`config.mk`:
```
export PLATFORM = sky130hd
export DESIGN_NAME = svb_bank
export DESIGN_NICKNAME = d
export VERILOG_FILES = /design/src/inc/svb_pkg.sv /design/src/design/svb_bank.sv /design/src/design/svb_flags.sv /design/src/design/svb_wait_timer.sv
export SDC_FILE = /design/constraint.sdc
export NUM_CORES = 1
export LEC_CHECK = 0
export BUFFER_PORTS_ARGS = -buffer_cell sky130_fd_sc_hd__buf_2
export CORE_MARGIN = 1.5
export CORE_UTILIZATION = 40
export DETAILED_ROUTE_END_ITERATION = 7
export GPL_TIMING_DRIVEN = 0
export SYNTH_ARGS = -nofsm -noshare
export SYNTH_HDL_FRONTEND = slang
export SYNTH_SLANG_ARGS = --single-unit
export TNS_END_PERCENT = 50
```
`constraint.sdc`:
```
create_clock -name clk -period 6.27 [get_ports clk]
set_input_delay 1.254 -clock clk [delete_from_list [all_inputs] [get_ports clk]]
set_output_delay 1.254 -clock clk [all_outputs]
set_load 0.005 [all_outputs]
```
`src/inc/svb_pkg.sv`:
```
// constants and types shared by the supervisor enable bank
package svb_pkg;
   localparam logic [7:0] ADDR_MISC      = 8'h11;
   localparam logic [7:0] ADDR_SELFTEST  = 8'h12;
   localparam logic [7:0] ADDR_IEN_UVF   = 8'h13;
   localparam logic [7:0] ADDR_IEN_UVS   = 8'h14;
   localparam logic [7:0] ADDR_IEN_OVF   = 8'h15;
   localparam logic [7:0] ADDR_IEN_OVS   = 8'h16;
   localparam logic [7:0] ADDR_IEN_SON   = 8'h17;
   localparam logic [7:0] ADDR_IEN_SOFF  = 8'h18;
   localparam logic [7:0] ADDR_IEN_WAKE  = 8'h19;
   localparam logic [7:0] ADDR_IEN_DOZE  = 8'h1a;
   localparam logic [7:0] ADDR_IEN_CTRL  = 8'h1b;
   localparam logic [7:0] ADDR_IEN_DIAG  = 8'h1c;
   localparam logic [7:0] ADDR_IEN_MAKER = 8'h1d;
   localparam logic [7:0] ADDR_MON_EN    = 8'h1e;
   localparam logic [7:0] ADDR_RANGE     = 8'h1f;
   localparam logic [7:0] ADDR_CH1_UVF   = 8'h20;

   localparam logic [7:0] MASK_MISC      = 8'h0f;
   localparam logic [7:0] MASK_SELFTEST  = 8'h0b;
   localparam logic [7:0] MASK_OTP_CFG   = 8'h03;
   localparam logic [7:0] MASK_CH8       = 8'hff;
   localparam logic [7:0] MASK_CH6       = 8'h3f;
   localparam logic [7:0] MASK_CTRL      = 8'h17;
   localparam logic [7:0] MASK_TEST      = 8'h0b;

   localparam logic [7:0] RST_MISC       = 8'h0c;
   localparam logic [7:0] RST_ZERO       = 8'h00;

   localparam int BIT_PEC_ON    = 0;
   localparam int BIT_REQ_CHECK = 1;
   localparam int BIT_SHDN_TEST = 3;
   localparam int POR_HI        = 1;
   localparam int CTRL_CRC      = 4;
   localparam int CTRL_THERMAL  = 2;
   localparam int CTRL_SYNC     = 1;
   localparam int CTRL_PKT      = 0;
   localparam int TEST_ECC      = 3;
   localparam int TEST_DONE     = 1;
   localparam int TEST_FAIL     = 0;

   localparam logic [1:0] POR_SKIP      = 2'h0;
   localparam logic [1:0] POR_CORRUPT_A = 2'h1;
   localparam logic [1:0] POR_CORRUPT_B = 2'h2;

   localparam int         MV_W        = 13;
   localparam logic [12:0] BASE_1X_MV = 13'h00c8;
   localparam logic [12:0] STEP_1X_MV = 13'h0005;
   localparam logic [12:0] BASE_4X_MV = 13'h0320;
   localparam logic [12:0] STEP_4X_MV = 13'h0014;

   localparam int CLK_PERIOD_NS = 50;
   localparam int CFG_WAIT_NS   = 10000;
   localparam int CFG_WAIT_CYC  = (CFG_WAIT_NS + CLK_PERIOD_NS - 1) / CLK_PERIOD_NS;

   typedef enum logic [1:0] {ST_IDLE, ST_RUN} svb_st_t;
endpackage : svb_pkg

```
`src/design/svb_bank.sv`:
```
// configuration and interrupt enable bank of the window supervisor
`timescale 1ns/100ps
module svb_bank (
   input  wire logic       clk,
   input  wire logic       rst_n,
   input  wire logic [7:0] reg_addr,
   input  wire logic       reg_wr,
   input  wire logic [7:0] reg_wdata,
   input  wire logic       reg_rd,
   output logic      [7:0] reg_rdata,
   input  wire logic       otp_load,
   input  wire logic [1:0] otp_selftest_on_powerup,
   input  wire logic       pkt_done,
   input  wire logic       pkt_has_check,
   input  wire logic       pkt_check_ok,
   input  wire logic       activity_input,
   input  wire logic       sleep_input,
   input  wire logic [7:0] uv_fast_evt,
   input  wire logic [7:0] uv_slow_evt,
   input  wire logic [7:0] ov_fast_evt,
   input  wire logic [7:0] ov_slow_evt,
   input  wire logic [5:0] seq_on_evt,
   input  wire logic [5:0] seq_off_evt,
   input  wire logic [5:0] wake_evt,
   input  wire logic [5:0] doze_evt,
   input  wire logic       crc_evt,
   input  wire logic       thermal_evt,
   input  wire logic       sync_short_evt,
   input  wire logic       ecc_fix_evt,
   input  wire logic       selftest_fail_evt,
   input  wire logic       status_clear,
   output logic            interrupt_out_n,
   output logic            packet_fault,
   output logic            selftest_start,
   output logic            selftest_ready,
   output logic            config_corrupt,
   output logic      [7:0] monitor_run,
   output logic      [7:0] range_4x,
   output logic      [7:0] ch1_uv_fast_code,
   output logic     [12:0] ch1_uv_fast_mv
);
   logic [7:0]  misc;
   logic [7:0]  selftest_run_config;
   logic [7:0]  ien_uvf;
   logic [7:0]  ien_uvs;
   logic [7:0]  ien_ovf;
   logic [7:0]  ien_ovs;
   logic [7:0]  ien_son;
   logic [7:0]  ien_soff;
   logic [7:0]  ien_wake;
   logic [7:0]  ien_doze;
   logic [7:0]  ien_ctrl;
   logic [7:0]  irq_enable_test_faults;
   logic [7:0]  mon_en;
   logic [7:0]  range_sel;
   logic [7:0]  ch1_uvf;
   logic        wr_hit;
   logic [7:0]  wd;
   logic        pkt_bad;
   logic        act_q;
   logic        act_fall;
   logic        por_pending;
   logic        fire;
   logic        t_ready;
   logic        t_done;
   logic [31:0] volt_set;
   logic [31:0] volt_en;
   logic [23:0] seq_set;
   logic [23:0] seq_en;
   logic [6:0]  misc_set;
   logic [6:0]  misc_en;
   logic        pend_v;
   logic        pend_s;
   logic        pend_m;

   assign wr_hit = reg_wr;
   assign wd     = reg_wdata;

   // register writes; masks keep reserved positions at zero
   always_ff @(posedge clk or negedge rst_n) begin
      if (!rst_n) begin
         misc      <= svb_pkg::RST_MISC;
         ien_uvf   <= svb_pkg::RST_ZERO;
         ien_uvs   <= svb_pkg::RST_ZERO;
         ien_ovf   <= svb_pkg::RST_ZERO;
         ien_ovs   <= svb_pkg::RST_ZERO;
         ien_son   <= svb_pkg::RST_ZERO;
         ien_soff  <= svb_pkg::RST_ZERO;
         ien_wake  <= svb_pkg::RST_ZERO;
         ien_doze  <= svb_pkg::RST_ZERO;
         ien_ctrl  <= svb_pkg::RST_ZERO;
         irq_enable_test_faults <= svb_pkg::RST_ZERO;
         mon_en    <= svb_pkg::RST_ZERO;
         range_sel <= svb_pkg::RST_ZERO;
         ch1_uvf   <= svb_pkg::RST_ZERO;
      end else if (wr_hit) begin
         case (reg_addr)
            svb_pkg::ADDR_MISC:     misc      <= wd & svb_pkg::MASK_MISC;
            svb_pkg::ADDR_IEN_UVF:  ien_uvf   <= wd & svb_pkg::MASK_CH8;
            svb_pkg::ADDR_IEN_UVS:  ien_uvs   <= wd & svb_pkg::MASK_CH8;
            svb_pkg::ADDR_IEN_OVF:  ien_ovf   <= wd & svb_pkg::MASK_CH8;
            svb_pkg::ADDR_IEN_OVS:  ien_ovs   <= wd & svb_pkg::MASK_CH8;
            svb_pkg::ADDR_IEN_SON:  ien_son   <= wd & svb_pkg::MASK_CH6;
            svb_pkg::ADDR_IEN_SOFF: ien_soff  <= wd & svb_pkg::MASK_CH6;
            svb_pkg::ADDR_IEN_WAKE: ien_wake  <= wd & svb_pkg::MASK_CH6;
            svb_pkg::ADDR_IEN_DOZE: ien_doze  <= wd & svb_pkg::MASK_CH6;
            svb_pkg::ADDR_IEN_CTRL: ien_ctrl  <= wd & svb_pkg::MASK_CTRL;
            svb_pkg::ADDR_IEN_DIAG: irq_enable_test_faults <= wd & svb_pkg::MASK_TEST;
            svb_pkg::ADDR_MON_EN:   mon_en    <= wd;
            svb_pkg::ADDR_RANGE:    range_sel <= wd;
            svb_pkg::ADDR_CH1_UVF:  ch1_uvf   <= wd;
            default: ;
         endcase
      end
   end

   // one-time memory load wins over a bus write in the same cycle
   always_ff @(posedge clk or negedge rst_n) begin
      if (!rst_n) begin
         selftest_run_config <= svb_pkg::RST_ZERO;
      end else if (otp_load) begin
         selftest_run_config <= {6'h00, otp_selftest_on_powerup} & svb_pkg::MASK_OTP_CFG;
      end else if (wr_hit && reg_addr == svb_pkg::ADDR_SELFTEST) begin
         selftest_run_config <= wd & svb_pkg::MASK_SELFTEST;
      end
   end

   // registered read port; unmapped and vendor addresses read zero
   always_ff @(posedge clk or negedge rst_n) begin
      if (!rst_n) begin
         reg_rdata <= svb_pkg::RST_ZERO;
      end else if (reg_rd) begin
         case (reg_addr)
            svb_pkg::ADDR_MISC:     reg_rdata <= misc;
            svb_pkg::ADDR_SELFTEST: reg_rdata <= selftest_run_config;
            svb_pkg::ADDR_IEN_UVF:  reg_rdata <= ien_uvf;
            svb_pkg::ADDR_IEN_UVS:  reg_rdata <= ien_uvs;
            svb_pkg::ADDR_IEN_OVF:  reg_rdata <= ien_ovf;
            svb_pkg::ADDR_IEN_OVS:  reg_rdata <= ien_ovs;
            svb_pkg::ADDR_IEN_SON:  reg_rdata <= ien_son;
            svb_pkg::ADDR_IEN_SOFF: reg_rdata <= ien_soff;
            svb_pkg::ADDR_IEN_WAKE: reg_rdata <= ien_wake;
            svb_pkg::ADDR_IEN_DOZE: reg_rdata <= ien_doze;
            svb_pkg::ADDR_IEN_CTRL: reg_rdata <= ien_ctrl;
            svb_pkg::ADDR_IEN_DIAG: reg_rdata <= irq_enable_test_faults;
            svb_pkg::ADDR_MON_EN:   reg_rdata <= mon_en;
            svb_pkg::ADDR_RANGE:    reg_rdata <= range_sel;
            svb_pkg::ADDR_CH1_UVF:  reg_rdata <= ch1_uvf;
            default:                reg_rdata <= svb_pkg::RST_ZERO;
         endcase
      end
   end

   // packet check verdict, only meaningful while checking is on
   always_comb begin
      pkt_bad = 1'b0;
      if (pkt_done && misc[svb_pkg::BIT_PEC_ON]) begin
         if (pkt_has_check) begin
            pkt_bad = !pkt_check_ok;
         end else begin
            pkt_bad = misc[svb_pkg::BIT_REQ_CHECK];
         end
      end
   end

   always_ff @(posedge clk or negedge rst_n) begin
      if (!rst_n) begin
         packet_fault <= 1'b0;
      end else begin
         packet_fault <= pkt_bad;
      end
   end

   // self-test launch: power-up decision at load, or activity falling
   assign act_fall = act_q && !activity_input;
   assign fire = (por_pending && otp_load && otp_selftest_on_powerup != svb_pkg::POR_SKIP)
              || (act_fall && selftest_run_config[svb_pkg::BIT_SHDN_TEST]);

   always_ff @(posedge clk or negedge rst_n) begin
      if (!rst_n) begin
         act_q          <= 1'b0;
         por_pending    <= 1'b1;
         selftest_start <= 1'b0;
         selftest_ready <= 1'b0;
         config_corrupt <= 1'b0;
      end else begin
         act_q          <= activity_input;
         selftest_start <= fire;
         // ready is withheld until the first configuration load
         selftest_ready <= t_ready && !fire && !por_pending;
         config_corrupt <= selftest_run_config[svb_pkg::POR_HI:0] == svb_pkg::POR_CORRUPT_A
            || selftest_run_config[svb_pkg::POR_HI:0] == svb_pkg::POR_CORRUPT_B;
         if (otp_load) begin
            por_pending <= 1'b0;
         end
      end
   end

   svb_wait_timer #(
      .CYC   (svb_pkg::CFG_WAIT_CYC)
   ) u_wait (
      .clk   (clk),
      .rst_n (rst_n),
      .start (fire),
      .ready (t_ready),
      .done  (t_done)
   );

   // disabled channels cannot raise voltage faults
   assign volt_set = {ov_slow_evt, ov_fast_evt, uv_slow_evt, uv_fast_evt}
                   & {4{mon_en}};
   assign volt_en  = {ien_ovs,
                      ien_ovf,
                      ien_uvs,
                      ien_uvf};

   // order faults counted only in the phase their edge opens
   assign seq_set = {doze_evt & {6{!sleep_input}},
                     wake_evt & {6{sleep_input}},
                     seq_off_evt & {6{!activity_input}},
                     seq_on_evt & {6{activity_input}}};
   assign seq_en  = {ien_doze[5:0],
                     ien_wake[5:0],
                     ien_soff[5:0],
                     ien_son[5:0]};

   // completion and failure keep separate flags so each enable gates only its own
   assign misc_set = {crc_evt, thermal_evt, sync_short_evt, pkt_bad,
                      ecc_fix_evt, t_done, selftest_fail_evt};
   assign misc_en  = {ien_ctrl[svb_pkg::CTRL_CRC],
                      ien_ctrl[svb_pkg::CTRL_THERMAL],
                      ien_ctrl[svb_pkg::CTRL_SYNC],
                      ien_ctrl[svb_pkg::CTRL_PKT],
                      irq_enable_test_faults[svb_pkg::TEST_ECC],
                      irq_enable_test_faults[svb_pkg::TEST_DONE],
                      irq_enable_test_faults[svb_pkg::TEST_FAIL]};

   svb_flags #(.W(32)) u_volt (
      .clk   (clk),
      .rst_n (rst_n),
      .set   (volt_set),
      .clr   (status_clear),
      .en    (volt_en),
      .flags (),
      .pend  (pend_v)
   );

   svb_flags #(.W(24)) u_seq (
      .clk   (clk),
      .rst_n (rst_n),
      .set   (seq_set),
      .clr   (status_clear),
      .en    (seq_en),
      .flags (),
      .pend  (pend_s)
   );

   svb_flags #(.W(7)) u_misc (
      .clk   (clk),
      .rst_n (rst_n),
      .set   (misc_set),
      .clr   (status_clear),
      .en    (misc_en),
      .flags (),
      .pend  (pend_m)
   );

   // a registered pin avoids glitches from the enable gating
   always_ff @(posedge clk or negedge rst_n) begin
      if (!rst_n) begin
         interrupt_out_n <= 1'b1;
      end else begin
         interrupt_out_n <= !(pend_v || pend_s || pend_m);
      end
   end

   // channel controls and threshold in millivolts
   always_ff @(posedge clk or negedge rst_n) begin
      if (!rst_n) begin
         monitor_run      <= svb_pkg::RST_ZERO;
         range_4x         <= svb_pkg::RST_ZERO;
         ch1_uv_fast_code <= svb_pkg::RST_ZERO;
         ch1_uv_fast_mv   <= svb_pkg::BASE_1X_MV;
      end else begin
         monitor_run      <= mon_en;
         range_4x         <= range_sel;
         ch1_uv_fast_code <= ch1_uvf;
         if (range_sel[0]) begin
            ch1_uv_fast_mv <= svb_pkg::BASE_4X_MV + {5'h00, ch1_uvf} * svb_pkg::STEP_4X_MV;
         end else begin
            ch1_uv_fast_mv <= svb_pkg::BASE_1X_MV + {5'h00, ch1_uvf} * svb_pkg::STEP_1X_MV;
         end
      end
   end
endmodule : svb_bank

```
`src/design/svb_flags.sv`:
```
// sticky fault flags with enable gating onto one pending line
`timescale 1ns/100ps
module svb_flags #(
   parameter int W = 8
) (
   input  wire logic         clk,
   input  wire logic         rst_n,
   input  wire logic [W-1:0] set,
   input  wire logic         clr,
   input  wire logic [W-1:0] en,
   output logic      [W-1:0] flags,
   output logic              pend
);
   // an event in the clearing cycle survives
   always_ff @(posedge clk or negedge rst_n) begin
      if (!rst_n) begin
         flags <= '0;
      end else begin
         flags <= (clr ? '0 : flags) | set;
      end
   end

   assign pend = |(flags & en);
endmodule : svb_flags

```
`src/design/svb_wait_timer.sv`:
```
// self-test run timer that holds ready low for the configuration wait
`timescale 1ns/100ps
module svb_wait_timer #(
   parameter int CYC = 1
) (
   input  wire logic clk,
   input  wire logic rst_n,
   input  wire logic start,
   output logic      ready,
   output logic      done
);
   svb_pkg::svb_st_t st;
   logic [15:0]      cnt;

   always_ff @(posedge clk or negedge rst_n) begin
      if (!rst_n) begin
         st    <= svb_pkg::ST_IDLE;
         cnt   <= 16'h0000;
         ready <= 1'b1;
         done  <= 1'b0;
      end else begin
         done <= 1'b0;
         case (st)
            svb_pkg::ST_IDLE: begin
               if (start) begin
                  st    <= svb_pkg::ST_RUN;
                  cnt   <= 16'(CYC - 1);
                  ready <= 1'b0;
               end
            end
            svb_pkg::ST_RUN: begin
               if (cnt == 16'h0000) begin
                  st    <= svb_pkg::ST_IDLE;
                  ready <= 1'b1;
                  done  <= 1'b1;
               end else begin
                  cnt <= cnt - 16'h0001;
               end
            end
            default: st <= svb_pkg::ST_IDLE;
         endcase
      end
   end
endmodule : svb_wait_timer

```
# Word-level counts from Yosys, hierarchy flattened
# Index checks and enable logic that the tools add are counted.
# word_totals
reg_bits,234
output_inout_bits,50
wordCells,134
# classes
addsub,3
n_mul,2
eq_ne,21
n_mux,20
n_bitwise,11
reduce_logical,43
# ops
cell,n
8-bit one-hot mux with 15 select lines,1
8-bit by 5-bit == test with 1-bit output (second input constant),14
32-bit AND,2
16-bit 2-to-1 mux,2
32-bit 2-to-1 mux,1
32-bit bitwise OR,1
16-bit one-hot mux with 2 select lines,1
32-bit OR reduction,1
2-bit AND reduction,15
24-bit AND,1
6-bit AND,4
24-bit 2-to-1 mux,1
24-bit bitwise OR,1
24-bit OR reduction,1
8-bit by 3-bit multiplier with 11-bit output (second input constant),2
16-bit logical NOT,1
8-bit 2-to-1 mux,2
16-bit by 1-bit subtractor with 16-bit output (second input constant),1
10-bit by 13-bit adder with 13-bit output (first input constant),1
13-bit 2-to-1 mux,1
8-bit by 11-bit adder with 12-bit output (first input constant),1
8-bit by 6-bit == test with 1-bit output (second input constant),1
1-bit logical AND,8
7-bit AND,1
16 further kinds,35

# Logic depth before layout (Yosys ltp)
# Gate-level depths: netlist (run 1).
# depth
depth_word,7
ltp_mapped,12
mapped_depth_nobuf,12

# Cells and area by module
# A second synthesis (run 1) with hierarchy kept.
# unflattened
cells_unflattened,887
area_unflattened_um2,10635.2
# by_module_without_submodules
mod,n_inst,cells_per_inst,area_per_inst_um2,seq_area_each_um2
svb_bank,1,612,7244.4,3662.3
svb_flags at u_volt,1,89,1219.9,800.8
svb_wait_timer,1,100,993.5,476.7
svb_flags at u_seq,1,67,915.9,600.6
svb_flags at u_misc,1,19,261.5,175.2

# Worst setup path before layout (run 1)
# OpenSTA, ideal clock, no wires.
# synth_timing
kind,input to register
from,input reg_addr[0]
to,register ien_wake[0]
setup_ns,0.125
t_arrival_ns,2.687
setup_slack_ns,3.458
cell_stages,7
n_path_buf,2
cell_sequence,buf_2 buf_2 inv_1 nor2_1 nand2_1 nor2_1 mux2_2
# synth_via
elab_chain_len,2
# synth_lines
element,line,text
from (decl),svb_bank.sv:6,"input wire logic [7:0] reg_addr,"
8-bit by 5-bit == test with 1-bit output,svb_bank.sv:97,case (reg_addr)
2-bit AND reduction (no source line),n/a,
to (signal assigned),svb_bank.sv:89,ien_wake <= svb_pkg::RST_ZERO;
to (signal assigned),svb_bank.sv:105,svb_pkg::ADDR_IEN_WAKE: ien_wake <= wd & svb_pkg::MASK_CH6;
to (decl),svb_bank.sv:50,logic [7:0] ien_wake;
# Every way passes these cells.
# A chain may end at the register's enable or synchronous reset.

# Worst setup path in the final report (run 1)
# layout_timing
from,input reg_addr[5]
to,register range_sel[0]
# layout_via
elab_chain_len,2
# layout_lines
element,line,text
8-bit by 5-bit == test with 1-bit output,svb_bank.sv:97,
2-bit AND reduction (no source line),n/a,
to (signal assigned),svb_bank.sv:94,range_sel <= svb_pkg::RST_ZERO;
to (signal assigned),svb_bank.sv:110,svb_pkg::ADDR_RANGE: range_sel <= wd;
to (decl),svb_bank.sv:55,logic [7:0] range_sel;
# Every way passes these cells.

==> results of run 1 <==
## critical path, delay by kind of cell
family	cells	cell delay, ps
buffers and inverters	2	420
AND/OR/NAND/NOR	3	1320
multiplexers	1	390
## area by class of cell
class / instances / area [um^2] / area share [%]
plain buffers: 34 / 139 / 1.13
clock inverters: 5 / 90.1 / 0.735
inverters: 24 / 90.1 / 0.735
flip-flops and latches: 228 / 5720 / 46.6
repair buffers: 138 / 746 / 6.08
well taps: 330 / 413 / 3.37
clock buffers: 40 / 752 / 6.13
multi-input cells: 528 / 4310 / 35.2
## path summary, 6_finish.rpt
check	startpoint	endpoint	slack [ps]	depth (start not counted)
min reg2reg	range_sel[4]	range_4x[4]	420	0
max reg2reg	ch1_uvf[5]	ch1_uv_fast_mv[10]	3530	10
max in group asynchronous	rst_n	u_wait.cnt[10]	4790	2
min	range_sel[4]	range_4x[4]	420	0
min in group asynchronous	rst_n	ien_uvf[7]	660	1
max	reg_addr[5]	range_sel[0]	3290	6
## state kept, by name, summed over array words and instances, names as in the netlist, 7 cells and up
| register | count |
|---|---|
| ch1_uvf | 8 |
| range_sel | 8 |
| ien_ovf | 8 |
| monitor_run | 8 |
| u_volt.flags | 32 |
| range_4x | 8 |
| u_misc.flags | 7 |
| ien_uvf | 8 |
| mon_en | 8 |
| ien_uvs | 8 |
| ch1_uv_fast_mv | 13 |
| u_seq.flags | 24 |
| ch1_uv_fast_code | 8 |
| u_wait.cnt | 16 |
| reg_rdata | 8 |
| ien_ovs | 8 |
## cells in the final DEF (no fill, tap or decap), drive strengths merged, types with 3 or more instances in the layout
| cell type | instances |
|---|---|
| a22o | 67 |
| a21oi | 19 |
| and3 | 4 |
| o2bb2ai | 6 |
| xor2 | 10 |
| nor2b | 12 |
| nand4 | 6 |
| clkinv | 3 |
| xnor2 | 14 |
| fa | 3 |
| a221oi | 5 |
| dfstp | 8 |
| nor2 | 36 |
| ha | 24 |
| o21ai | 22 |
| nor3 | 16 |
| mux2 | 100 |
| dfrtp | 220 |
| nor4 | 6 |
| a22oi | 34 |
| nand3b | 3 |
| nand3 | 17 |
| o21a | 6 |
| a31oi | 4 |
| nand2 | 34 |
| buf | 149 |
| a21o | 9 |
| clkbuf | 63 |
| o22ai | 3 |
| a32oi | 9 |
| inv | 24 |
| or3 | 4 |
| mux4 | 4 |
| mux2i | 14 |
| and2 | 8 |
## cells by family (layout without fill, tap and decap cells)
| family | after synthesis | in the layout |
|---|---|---|
| muxes | 118 | 118 |
| DFF | 228 | 228 |
| adders and majority gates | 28 | 28 |
| buffers and inverters | 58 | 241 |
| xor gates and xnor gates | 24 | 24 |
| and+or+nand+nor | 158 | 158 |
| AOI/OAI and AO/OA | 200 | 200 |
## stage by stage
stage / utilization, % / power [W] / setup slack, ps / setup TNS [ps]
after floorplan: - / 0.00184 / 3460 / 0
after global placement: 45.1 / 0.00201 / -129 / -23080
after detailed placement: 45.3 / 0.00202 / 2790 / 0
after CTS: 48.7 / 0.00352 / 3310 / 0
after global routing: 48.7 / 0.00363 / 3150 / 0
final: 48.7 / 0.00349 / 3290 / 0
## per-layer routing
metal | GRT usage (%) | up-vias | part of all wire (%) | routed length [um]
met5 | 0 | - | 0 | 0
met4 | 5.38 | 0 | 1.9 | 540
met3 | 3.66 | 46 | 6.9 | 1980
met2 | 34.4 | 268 | 45 | 13000
met1 | 33.1 | 3680 | 46 | 13400
li1 | - | 3394 | - | -
## power by group through the flow
stage          Combinational [W]  Clock (W)  Sequential [W]
2_1_floorplan           0.000202          0         0.00164
3_3_place_gp            0.000339          0         0.00167
3_5_place_dp            0.000350          0         0.00167
4_1_cts                 0.000351    0.00153         0.00165
5_1_grt                 0.000387    0.00158         0.00166
6_report                0.000345    0.00149         0.00165
==> results.py, run 1 <==
metrics = {
    "status": {
        "status": "finished, final reports clean",
    },
    "floorplan": {
        "die_x_um": 163,
        "chipHeight_um": 163,
        "core_um2": 25200,
        "ios": 140,
        "fp-row-count": 58,
        "design.die.area_um2": 26600,
        "start_util_pct": 40.7,
    },
    "clock_network": {
        "holdBufCountCts": 0,
        "cts_buffers": 25,
        "post_cts_buffers": 0,
        "cts-resized-gates": 0,
        "cts_buffer_depth": 3,
        "cts_htree_levels": 1,
        "cts_root_buf": "clkbuf_16",
        "cts_tree": "built",
        "insertion_delay_ps": 540,
        "clk_transition_reported_paths_ps": 60,
        "clock-sinks": 228,
    },
    "sta": {
        "fmax_mhz": 335,
        "fin_crit_sh_pct": 47.6,
        "tightest_slew_ps": 816,
        "skew_ps": 18.5,
        "rsz0062_at_grt": "false",
        "max_slew_margin_pct": 45.4,
        "whs_ps": 418,
        "setup_violations": 0,
        "finalHoldViolations": 0,
        "fin_crit_ps": 2980,
        "drv_slew": 0,
    },
    "grt": {
        "antenna_found_initial": 0,
        "grt_usage_pct": 22.4,
        "grt_max_degree": 89,
        "first_global_vias": 7363,
        "grt_first_pass_wirelength_um": 45000,
        "grt_overflow": 0,
    },
    "routing": {
        "drc": 0,
        "firstDrtPassIters": 5,
        "routed-via-count": 7388,
        "ant_nets": 0,
        "wl_um": 28900,
        "drt_iter0_markers": 560,
        "wl_per_cell_um": 21.8,
        "routed_via_density": 5.57,
    },
    "place": {
        "io_buffers": 136,
        "place_area_um2": 11400,
        "gp_congestion": 0.920,
        "dp_cells": 1282,
        "dpl.hpwl_um": 21600,
    },
    "finish": {
        "antenna_cells": 0,
        "n_fill_cell": 2292,
        "nets": 1096,
        "stdcell_count": 1327,
        "design_area_um2": 12300,
        "final_layout_size_suffix_gt1_share_pct": 31.0,
        "syn_to_final_growth_pct": 19.5,
    },
    "pwr": {
        "vdd_ir_drop_max_mv": 0.179,
        "seq_power_share_pct": 47.2,
        "clkPwrFrac_pct": 42.8,
        "power.density_nw_per_um2": 284,
        "power_report.internal_total_w": 0.00262,
        "p_switching_w": 0.000861,
        "leakagePower_nw": 6.00,
        "netSwitchingFraction_pct": 24.7,
        "power.share.combinational_pct": 9.9,
    },
    "yosys": {
        "synth_largest_area_cell": "dfrtp_1",
        "synth_top_cells_by_count": "dfrtp_1 (220), mux2_2 (100), a22o_1 (67)",
        "synth_top_family_by_area": "compound AO/OA/AOI/OAI gates",
        "async_flop_share_pct": 100,
        "synthMuxAreaShare_pct": 13.2,
        "synth_seq_cells": 228,
        "synth_fa_ha_area_share_pct": 3.61,
        "synth.most_common_cell": "dfrtp_1",
        "synth_compound_area_share_pct": 15.0,
        "synth_area_leaders": "dfrtp_1 (54%), mux2_2 (11%), a22o_1 (5.7%)",
        "syn_area_per_cell_um2": 12.6,
        "synth_edf_count": 0,
        "synth_cell_types": 63,
        "synth_xor_area_share_pct": 2.05,
        "synth_fp_nets": 931,
        "seq_area_frac_synth_pct": 55.7,
        "ys_warn_count": 0,
        "netlist_instances": 814,
        "yosys.area_share.simple_pct": 8.22,
        "synth_top_cell_area_share_pct": 53.7,
        "netlist_area_um2": 10300,
        "postSynth.topFlopCell": "dfrtp_1",
    },
    "worst_setup_path": {
        "required_ps": 6680,
        "cp.arrival_ps": 3390,
        "worstPathMaxFanout": 10,
        "slowest_stage": "nor2_2",
        "worst_path_largest_cell_delay_ps": 560,
        "worstSetupEndpointType": "register",
        "cp_cell_sequence": "buf_2, nor4b_2, buf_2, nand3_1, nor2_2, mux2_2",
        "start_kind": "primary input",
        "crit_top_cell": "buf_2",
        "crit_type": "primary input to register",
    },
    "job": {
        "cap_viol_max_count": 0,
    },
    "hold_path": {
        "min_path_type": "register to register",
    },
}
Note: power is estimated with default switching activity, not from simulation.
==> inputs of run 2 (changes only) <==
clock period = 2.79 ns   (was 6.27 ns; I/O delays follow)
==> results.py, run 2 (synthesis gave the netlist of run 1 again) <==
metrics = {
    "worst_setup_path": {
        "cp-startpoint": "ch1_uvf[5]",
        "crit_type": "register to register",
        "cp.depth": 10,
        "r2r_start": "ch1_uvf[5]",
        "crit_top_cell": "ha_1",
        "slowest_stage": "dfrtp_2",
        "worstPathMaxFanout": 8,
        "cp.arrival_ps": 3040,
        "r2r_cells": 10,
        "worstSetupEndpointType": "register",
        "start_kind": "register",
        "worst_path_largest_cell_delay_ps": 500,
        "path_buf_inv": 0,
        "required_ps": 3180,
        "cp_cell_sequence": "ha_1, ha_1, xor2_1, ha_1, a21oi_1, nor2b_1, o21a_1, o21a_1, o21ai_0, a22oi_1",
        "critPathTopFamily": "adder cells",
    },
    "finish": {
        "layout_commonest_cell": "dfrtp_1",
        "reg_top3": "u_volt.flags (32), u_seq.flags (24), u_wait.cnt (16)",
        "largest_reg_flops": 32,
        "nets": 1101,
        "final_cell_mix": "dfrtp_1 (216), buf_2 (144), mux2_2 (100), a22o_1 (67)",
        "syn_to_final_growth_pct": 20.1,
        "antenna_cells": 0,
        "n_fill_cell": 2290,
        "final_util_pct": 48.9,
        "final_layout_size_suffix_gt1_share_pct": 31.8,
        "largest-register": "u_volt.flags",
        "multiInputGateArea_um2": 4330,
        "regArea_um2": 5720,
    },
    "clock_network": {
        "insertion_delay_ps": 540,
        "clk_transition_reported_paths_ps": 60,
        "cts_root_buf": "clkbuf_16",
        "clock-sinks": 228,
        "cts_htree_levels": 1,
        "cts_buffer_depth": 3,
        "cts_buffers": 25,
        "cts_tree": "built",
    },
    "place": {
        "dpl.hpwl_um": 21600,
        "io_buffers": 136,
        "gp_congestion": 0.920,
    },
    "grt": {
        "grt_first_pass_wirelength_um": 45000,
        "antenna_found_initial": 0,
        "grt_usage_pct": 22.4,
        "grt_overflow": 0,
        "first_global_vias": 7363,
        "grt_max_degree": 89,
    },
    "sta": {
        "fmax_mhz": 378,
        "fin_crit_ps": 2650,
        "setup_violations": 0,
        "fin_crit_sh_pct": 94.9,
        "tightest_slew_ps": 825,
        "skew_ps": 17.5,
        "finalHoldViolations": 0,
        "drv_slew": 0,
        "max_slew_margin_pct": 44.8,
    },
    "routing": {
        "firstDrtPassIters": 5,
        "drt_iter0_markers": 589,
        "wl_um": 29000,
        "wl_per_cell_um": 21.8,
        "ant_nets": 0,
        "routed_via_density": 5.56,
        "drc": 0,
        "routed-via-count": 7409,
    },
    "pwr": {
        "power_w": 0.00784,
        "p_switching_w": 0.00194,
        "power.density_nw_per_um2": 637,
        "leakagePower_nw": 6.02,
        "power.share.combinational_pct": 10.0,
        "seq_power_share_pct": 47.2,
        "power_report.internal_total_w": 0.00590,
        "netSwitchingFraction_pct": 24.7,
        "vdd_ir_drop_max_mv": 0.404,
        "clkPwrFrac_pct": 42.8,
    },
    "floorplan": {
        "die_x_um": 163,
        "ios": 140,
        "start_util_pct": 40.7,
        "fp-row-count": 58,
        "chipHeight_um": 163,
        "core_um2": 25200,
        "design.die.area_um2": 26600,
    },
    "job": {
        "cap_viol_max_count": 0,
    },
    "hold_path": {
        "hp-start": "activity_input",
        "min_path_type": "primary input to register",
        "hold_depth": 1,
    },
    "status": {
        "status": "finished, final reports clean",
    },
}
[run 2: cell count changes in the layout (fill, tap and decap cells not counted), sizes merged]
| cell | change |
|---|---|
| buf | +4 |
| dlygate4sd3 | +1 |
[run 2: area by class of cell]
type                       count  share of cell area [%]
sequential                   228                    46.4
multi-input combinational    528                    35.1
timing repair buffer         143                    6.38
clock buffer                  40                    6.10
tap                          330                    3.35
buffer                        34                    1.13
clock inverter                 5                   0.731
inverter                      24                   0.731
[run 2: power groups by stage]
| stage | clock network (W) | logic, W | registers, W |
|---|---|---|---|
| 3_3_place_gp | 0 | 0.000763 | 0.00376 |
| 4_1_cts | 0.00343 | 0.000791 | 0.00370 |
| 5_1_grt | 0.00356 | 0.000879 | 0.00372 |
| 3_5_place_dp | 0 | 0.000787 | 0.00376 |
| 6_report | 0.00336 | 0.000785 | 0.00370 |
| 2_1_floorplan | 0 | 0.000454 | 0.00369 |
[run 2: routing by layer]
layer  wire length (um)  track usage, %  up-vias
met1              13500            33.1     3709
met2              13100            34.4      256
li1                   -               -     3399
met5                  0               0        -
met4                535            5.38        0
met3               1900            3.63       45
[run 2: timing repair]
item,in CTS,in global routing
hold buffers,1,0
gates resized for setup,0,6
hold endpoints to repair,59,0
setup buffers,0,4
endpoints found under the setup margin,0,4
[run 2: path summary, 6_finish.rpt]
kind,slack [ps],endpoint
worst max-delay path,140,ch1_uv_fast_mv[10]
worst min-delay path,150,act_q
worst max register to register,140,ch1_uv_fast_mv[10]
worst min register to register,420,range_4x[6]
max in group asynchronous,1390,u_wait.cnt[10]
min in group asynchronous,570,ien_uvf[6]
[run 2: through the flow]
step           hold slack, ps  std cells  setup WS, ps  cell area, um^2  setup TNS, ps
2_1_floorplan             262        814           328            10300              0
4_1_cts                   137       1328          8.27            12300              0
5_1_grt                   140       1332         -11.5            12300          -26.8
6_report                  152       1332           142            12300              0
3_5_place_dp              410       1282          1.61            11400              0
3_3_place_gp              405       1280         -2910            11400        -647550
==> inputs of run 3 (changes only) <==
ABC_AREA = 1   (was default)
ABC_CLOCK_PERIOD_IN_PS = 2790   (was default)
==> results.py, run 3 <==
metrics = {
    "status": {
        "status": "finished, final reports clean",
    },
    "worst_setup_path": {
        "required_ps": 3190,
        "worstPathMaxFanout": 8,
        "cp.arrival_ps": 2890,
        "crit_type": "register to register",
        "worstSetupEndpointType": "register",
        "r2r_cells": 13,
        "start_kind": "register",
    },
    "sta": {
        "fmax_mhz": 401,
        "fin_crit_ps": 2490,
        "fin_crit_sh_pct": 89.3,
        "max_slew_margin_pct": 47.9,
        "rsz0062_at_grt": "false",
        "skew_ps": 16.8,
        "setup_violations": 0,
        "finalHoldViolations": 0,
        "tns_ps": 0,
        "tightest_slew_ps": 781,
        "drv_slew": 0,
    },
    "routing": {
        "drc": 0,
        "routed-via-count": 9191,
        "ant_nets": 0,
        "wl_per_cell_um": 17.9,
        "drt_iter0_markers": 986,
        "firstDrtPassIters": 6,
        "wl_um": 31800,
        "routed_via_density": 5.16,
    },
    "yosys": {
        "synth.most_common_cell": "nand2_1",
        "synth_fp_nets": 1376,
        "async_flop_share_pct": 100,
        "ys_warn_count": 0,
        "synth_edf_count": 0,
        "postSynth.topFlopCell": "dfrtp_1",
        "synth_cell_types": 37,
        "seq_area_frac_synth_pct": 53.9,
        "synth_top_cells_by_count": "nand2_1 (349), dfrtp_1 (220), o21ai_0 (176)",
        "synth_top_cell_area_share_pct": 51.9,
        "netlist_area_um2": 10600,
        "synth_largest_area_cell": "dfrtp_1",
        "netlist_instances": 1259,
        "syn_area_per_cell_um2": 8.43,
        "synth_seq_cells": 228,
        "synth_area_leaders": "dfrtp_1 (52%), nand2_1 (12%), o21ai_0 (8.3%)",
    },
    "place": {
        "dpl.hpwl_um": 23400,
        "gp_congestion": 0.951,
        "io_buffers": 137,
    },
    "finish": {
        "final_cell_mix": "nand2_1 (349), dfrtp_1 (220), o21ai_0 (176), buf_2 (149), inv_1 (140)",
        "nets": 1543,
        "largest-register": "u_volt.flags",
        "syn_to_final_growth_pct": 18.9,
        "final_layout_size_suffix_gt1_share_pct": 15.0,
        "final_util_pct": 48.4,
        "largest_reg_flops": 32,
        "regArea_um2": 5720,
        "multiInputGateArea_um2": 4180,
        "n_fill_cell": 2619,
        "layout_commonest_cell": "nand2_1",
        "reg_top3": "u_volt.flags (32), u_seq.flags (24), u_wait.cnt (16)",
    },
    "clock_network": {
        "cts_tree": "built",
        "clock-sinks": 228,
        "post_cts_buffers": 0,
        "cts_htree_levels": 1,
        "cts_root_buf": "clkbuf_16",
        "cts_buffer_depth": 3,
        "insertion_delay_ps": 530,
        "cts_buffers": 25,
        "clk_transition_reported_paths_ps": 60,
    },
    "floorplan": {
        "start_util_pct": 40.7,
        "design.die.area_um2": 27500,
        "chipHeight_um": 166,
        "core_um2": 26100,
        "fp-row-count": 59,
        "ios": 140,
        "die_x_um": 166,
    },
    "hold_path": {
        "min_path_type": "primary input to register",
        "hold_depth": 2,
    },
    "pwr": {
        "leakagePower_nw": 6.40,
        "vdd_ir_drop_max_mv": 0.388,
        "power.density_nw_per_um2": 649,
        "power_w": 0.00819,
    },
    "grt": {
        "grt_max_degree": 92,
        "grt_first_pass_wirelength_um": 50800,
        "grt_overflow": 0,
        "antenna_found_initial": 0,
        "grt_usage_pct": 23.5,
        "first_global_vias": 8857,
    },
    "job": {
        "cap_viol_max_count": 0,
    },
}
[run 3: area by class of cell]
type                            instances  area share, %
Tap cell                              335           3.32
Inverter                              141           4.20
Buffer                                 40           1.50
Clock inverter                          9          0.823
Sequential cell                       228           45.3
Clock buffer                           36           5.68
Timing Repair Buffer                  140           6.03
Antenna cell                            1         0.0198
Multi-Input combinational cell        850           33.1
[run 3: critical path: stages, from the launching register on]
cell and delay, ps:
dfrtp_1 570, ha_1 310, ha_1 270, buf_2 180, nand2_1 70, inv_1 90
nor2_1 50, ha_1 180, nor2_1 160, o21ai_0 120, nand2_1 100, a21oi_1 60
o21ai_0 140, nand2_1 60
[run 3: path summary, 6_finish.rpt]
kind | start | to | slack [ps]
max | ch1_uvf[5] | ch1_uv_fast_mv[10] | 300
min | sync_short_evt | u_misc.flags[4] | 230
max reg2reg | ch1_uvf[5] | ch1_uv_fast_mv[10] | 300
min reg2reg | range_sel[0] | range_4x[0] | 380
max in group asynchronous | rst_n | u_wait.ready | 1440
min in group asynchronous | rst_n | monitor_run[5] | 520
[run 3: metrics by stage]
step / area (um^2) / cells / setup slack, ps / hold slack [ps]
after floorplan: 10600 / 1259 / 582 / 262
after global placement: 11700 / 1731 / -2880 / 361
after detailed placement: 11800 / 1733 / 298 / 361
after CTS: 12600 / 1779 / 283 / 213
after global routing: 12600 / 1779 / 81.7 / 218
final: 12600 / 1780 / 298 / 225
[run 3: where the power goes]
part | internal (W) | switching [W] | total (W)
logic | 0.000400 | 0.000689 | 0.00109
clock network | 0.00197 | 0.00133 | 0.00330
registers | 0.00357 | 0.000222 | 0.00379
[run 3: layer usage]
metal  GRT usage, %  part of all wire, %  up-vias
li1               -                    -     4450
met1           34.3                   46     4390
met2           37.1                   45      306
met3           2.98                  6.5       45
met4           6.03                  2.2        0
met5              0                    0        -
[run 3: cells by family (layout without fill, tap and decap cells)]
kind of cell	Yosys count	in the layout	share of synthesized area [%]
AO/OA/AOI/OAI	227	227	11.9
buffers and inverters	181	366	6.77
AND/OR/NAND/NOR	587	587	23.3
XOR/XNOR	9	9	0.743
adder cells (fa/ha/maj)	27	27	3.40
flip-flops	228	228	53.9
other	0	1	0
[run 3: what timing repair did]
item | CTS | global route
hold buffers | 1 | 0
endpoints found under the hold margin | 46 | 0
resized for setup | 0 | 0
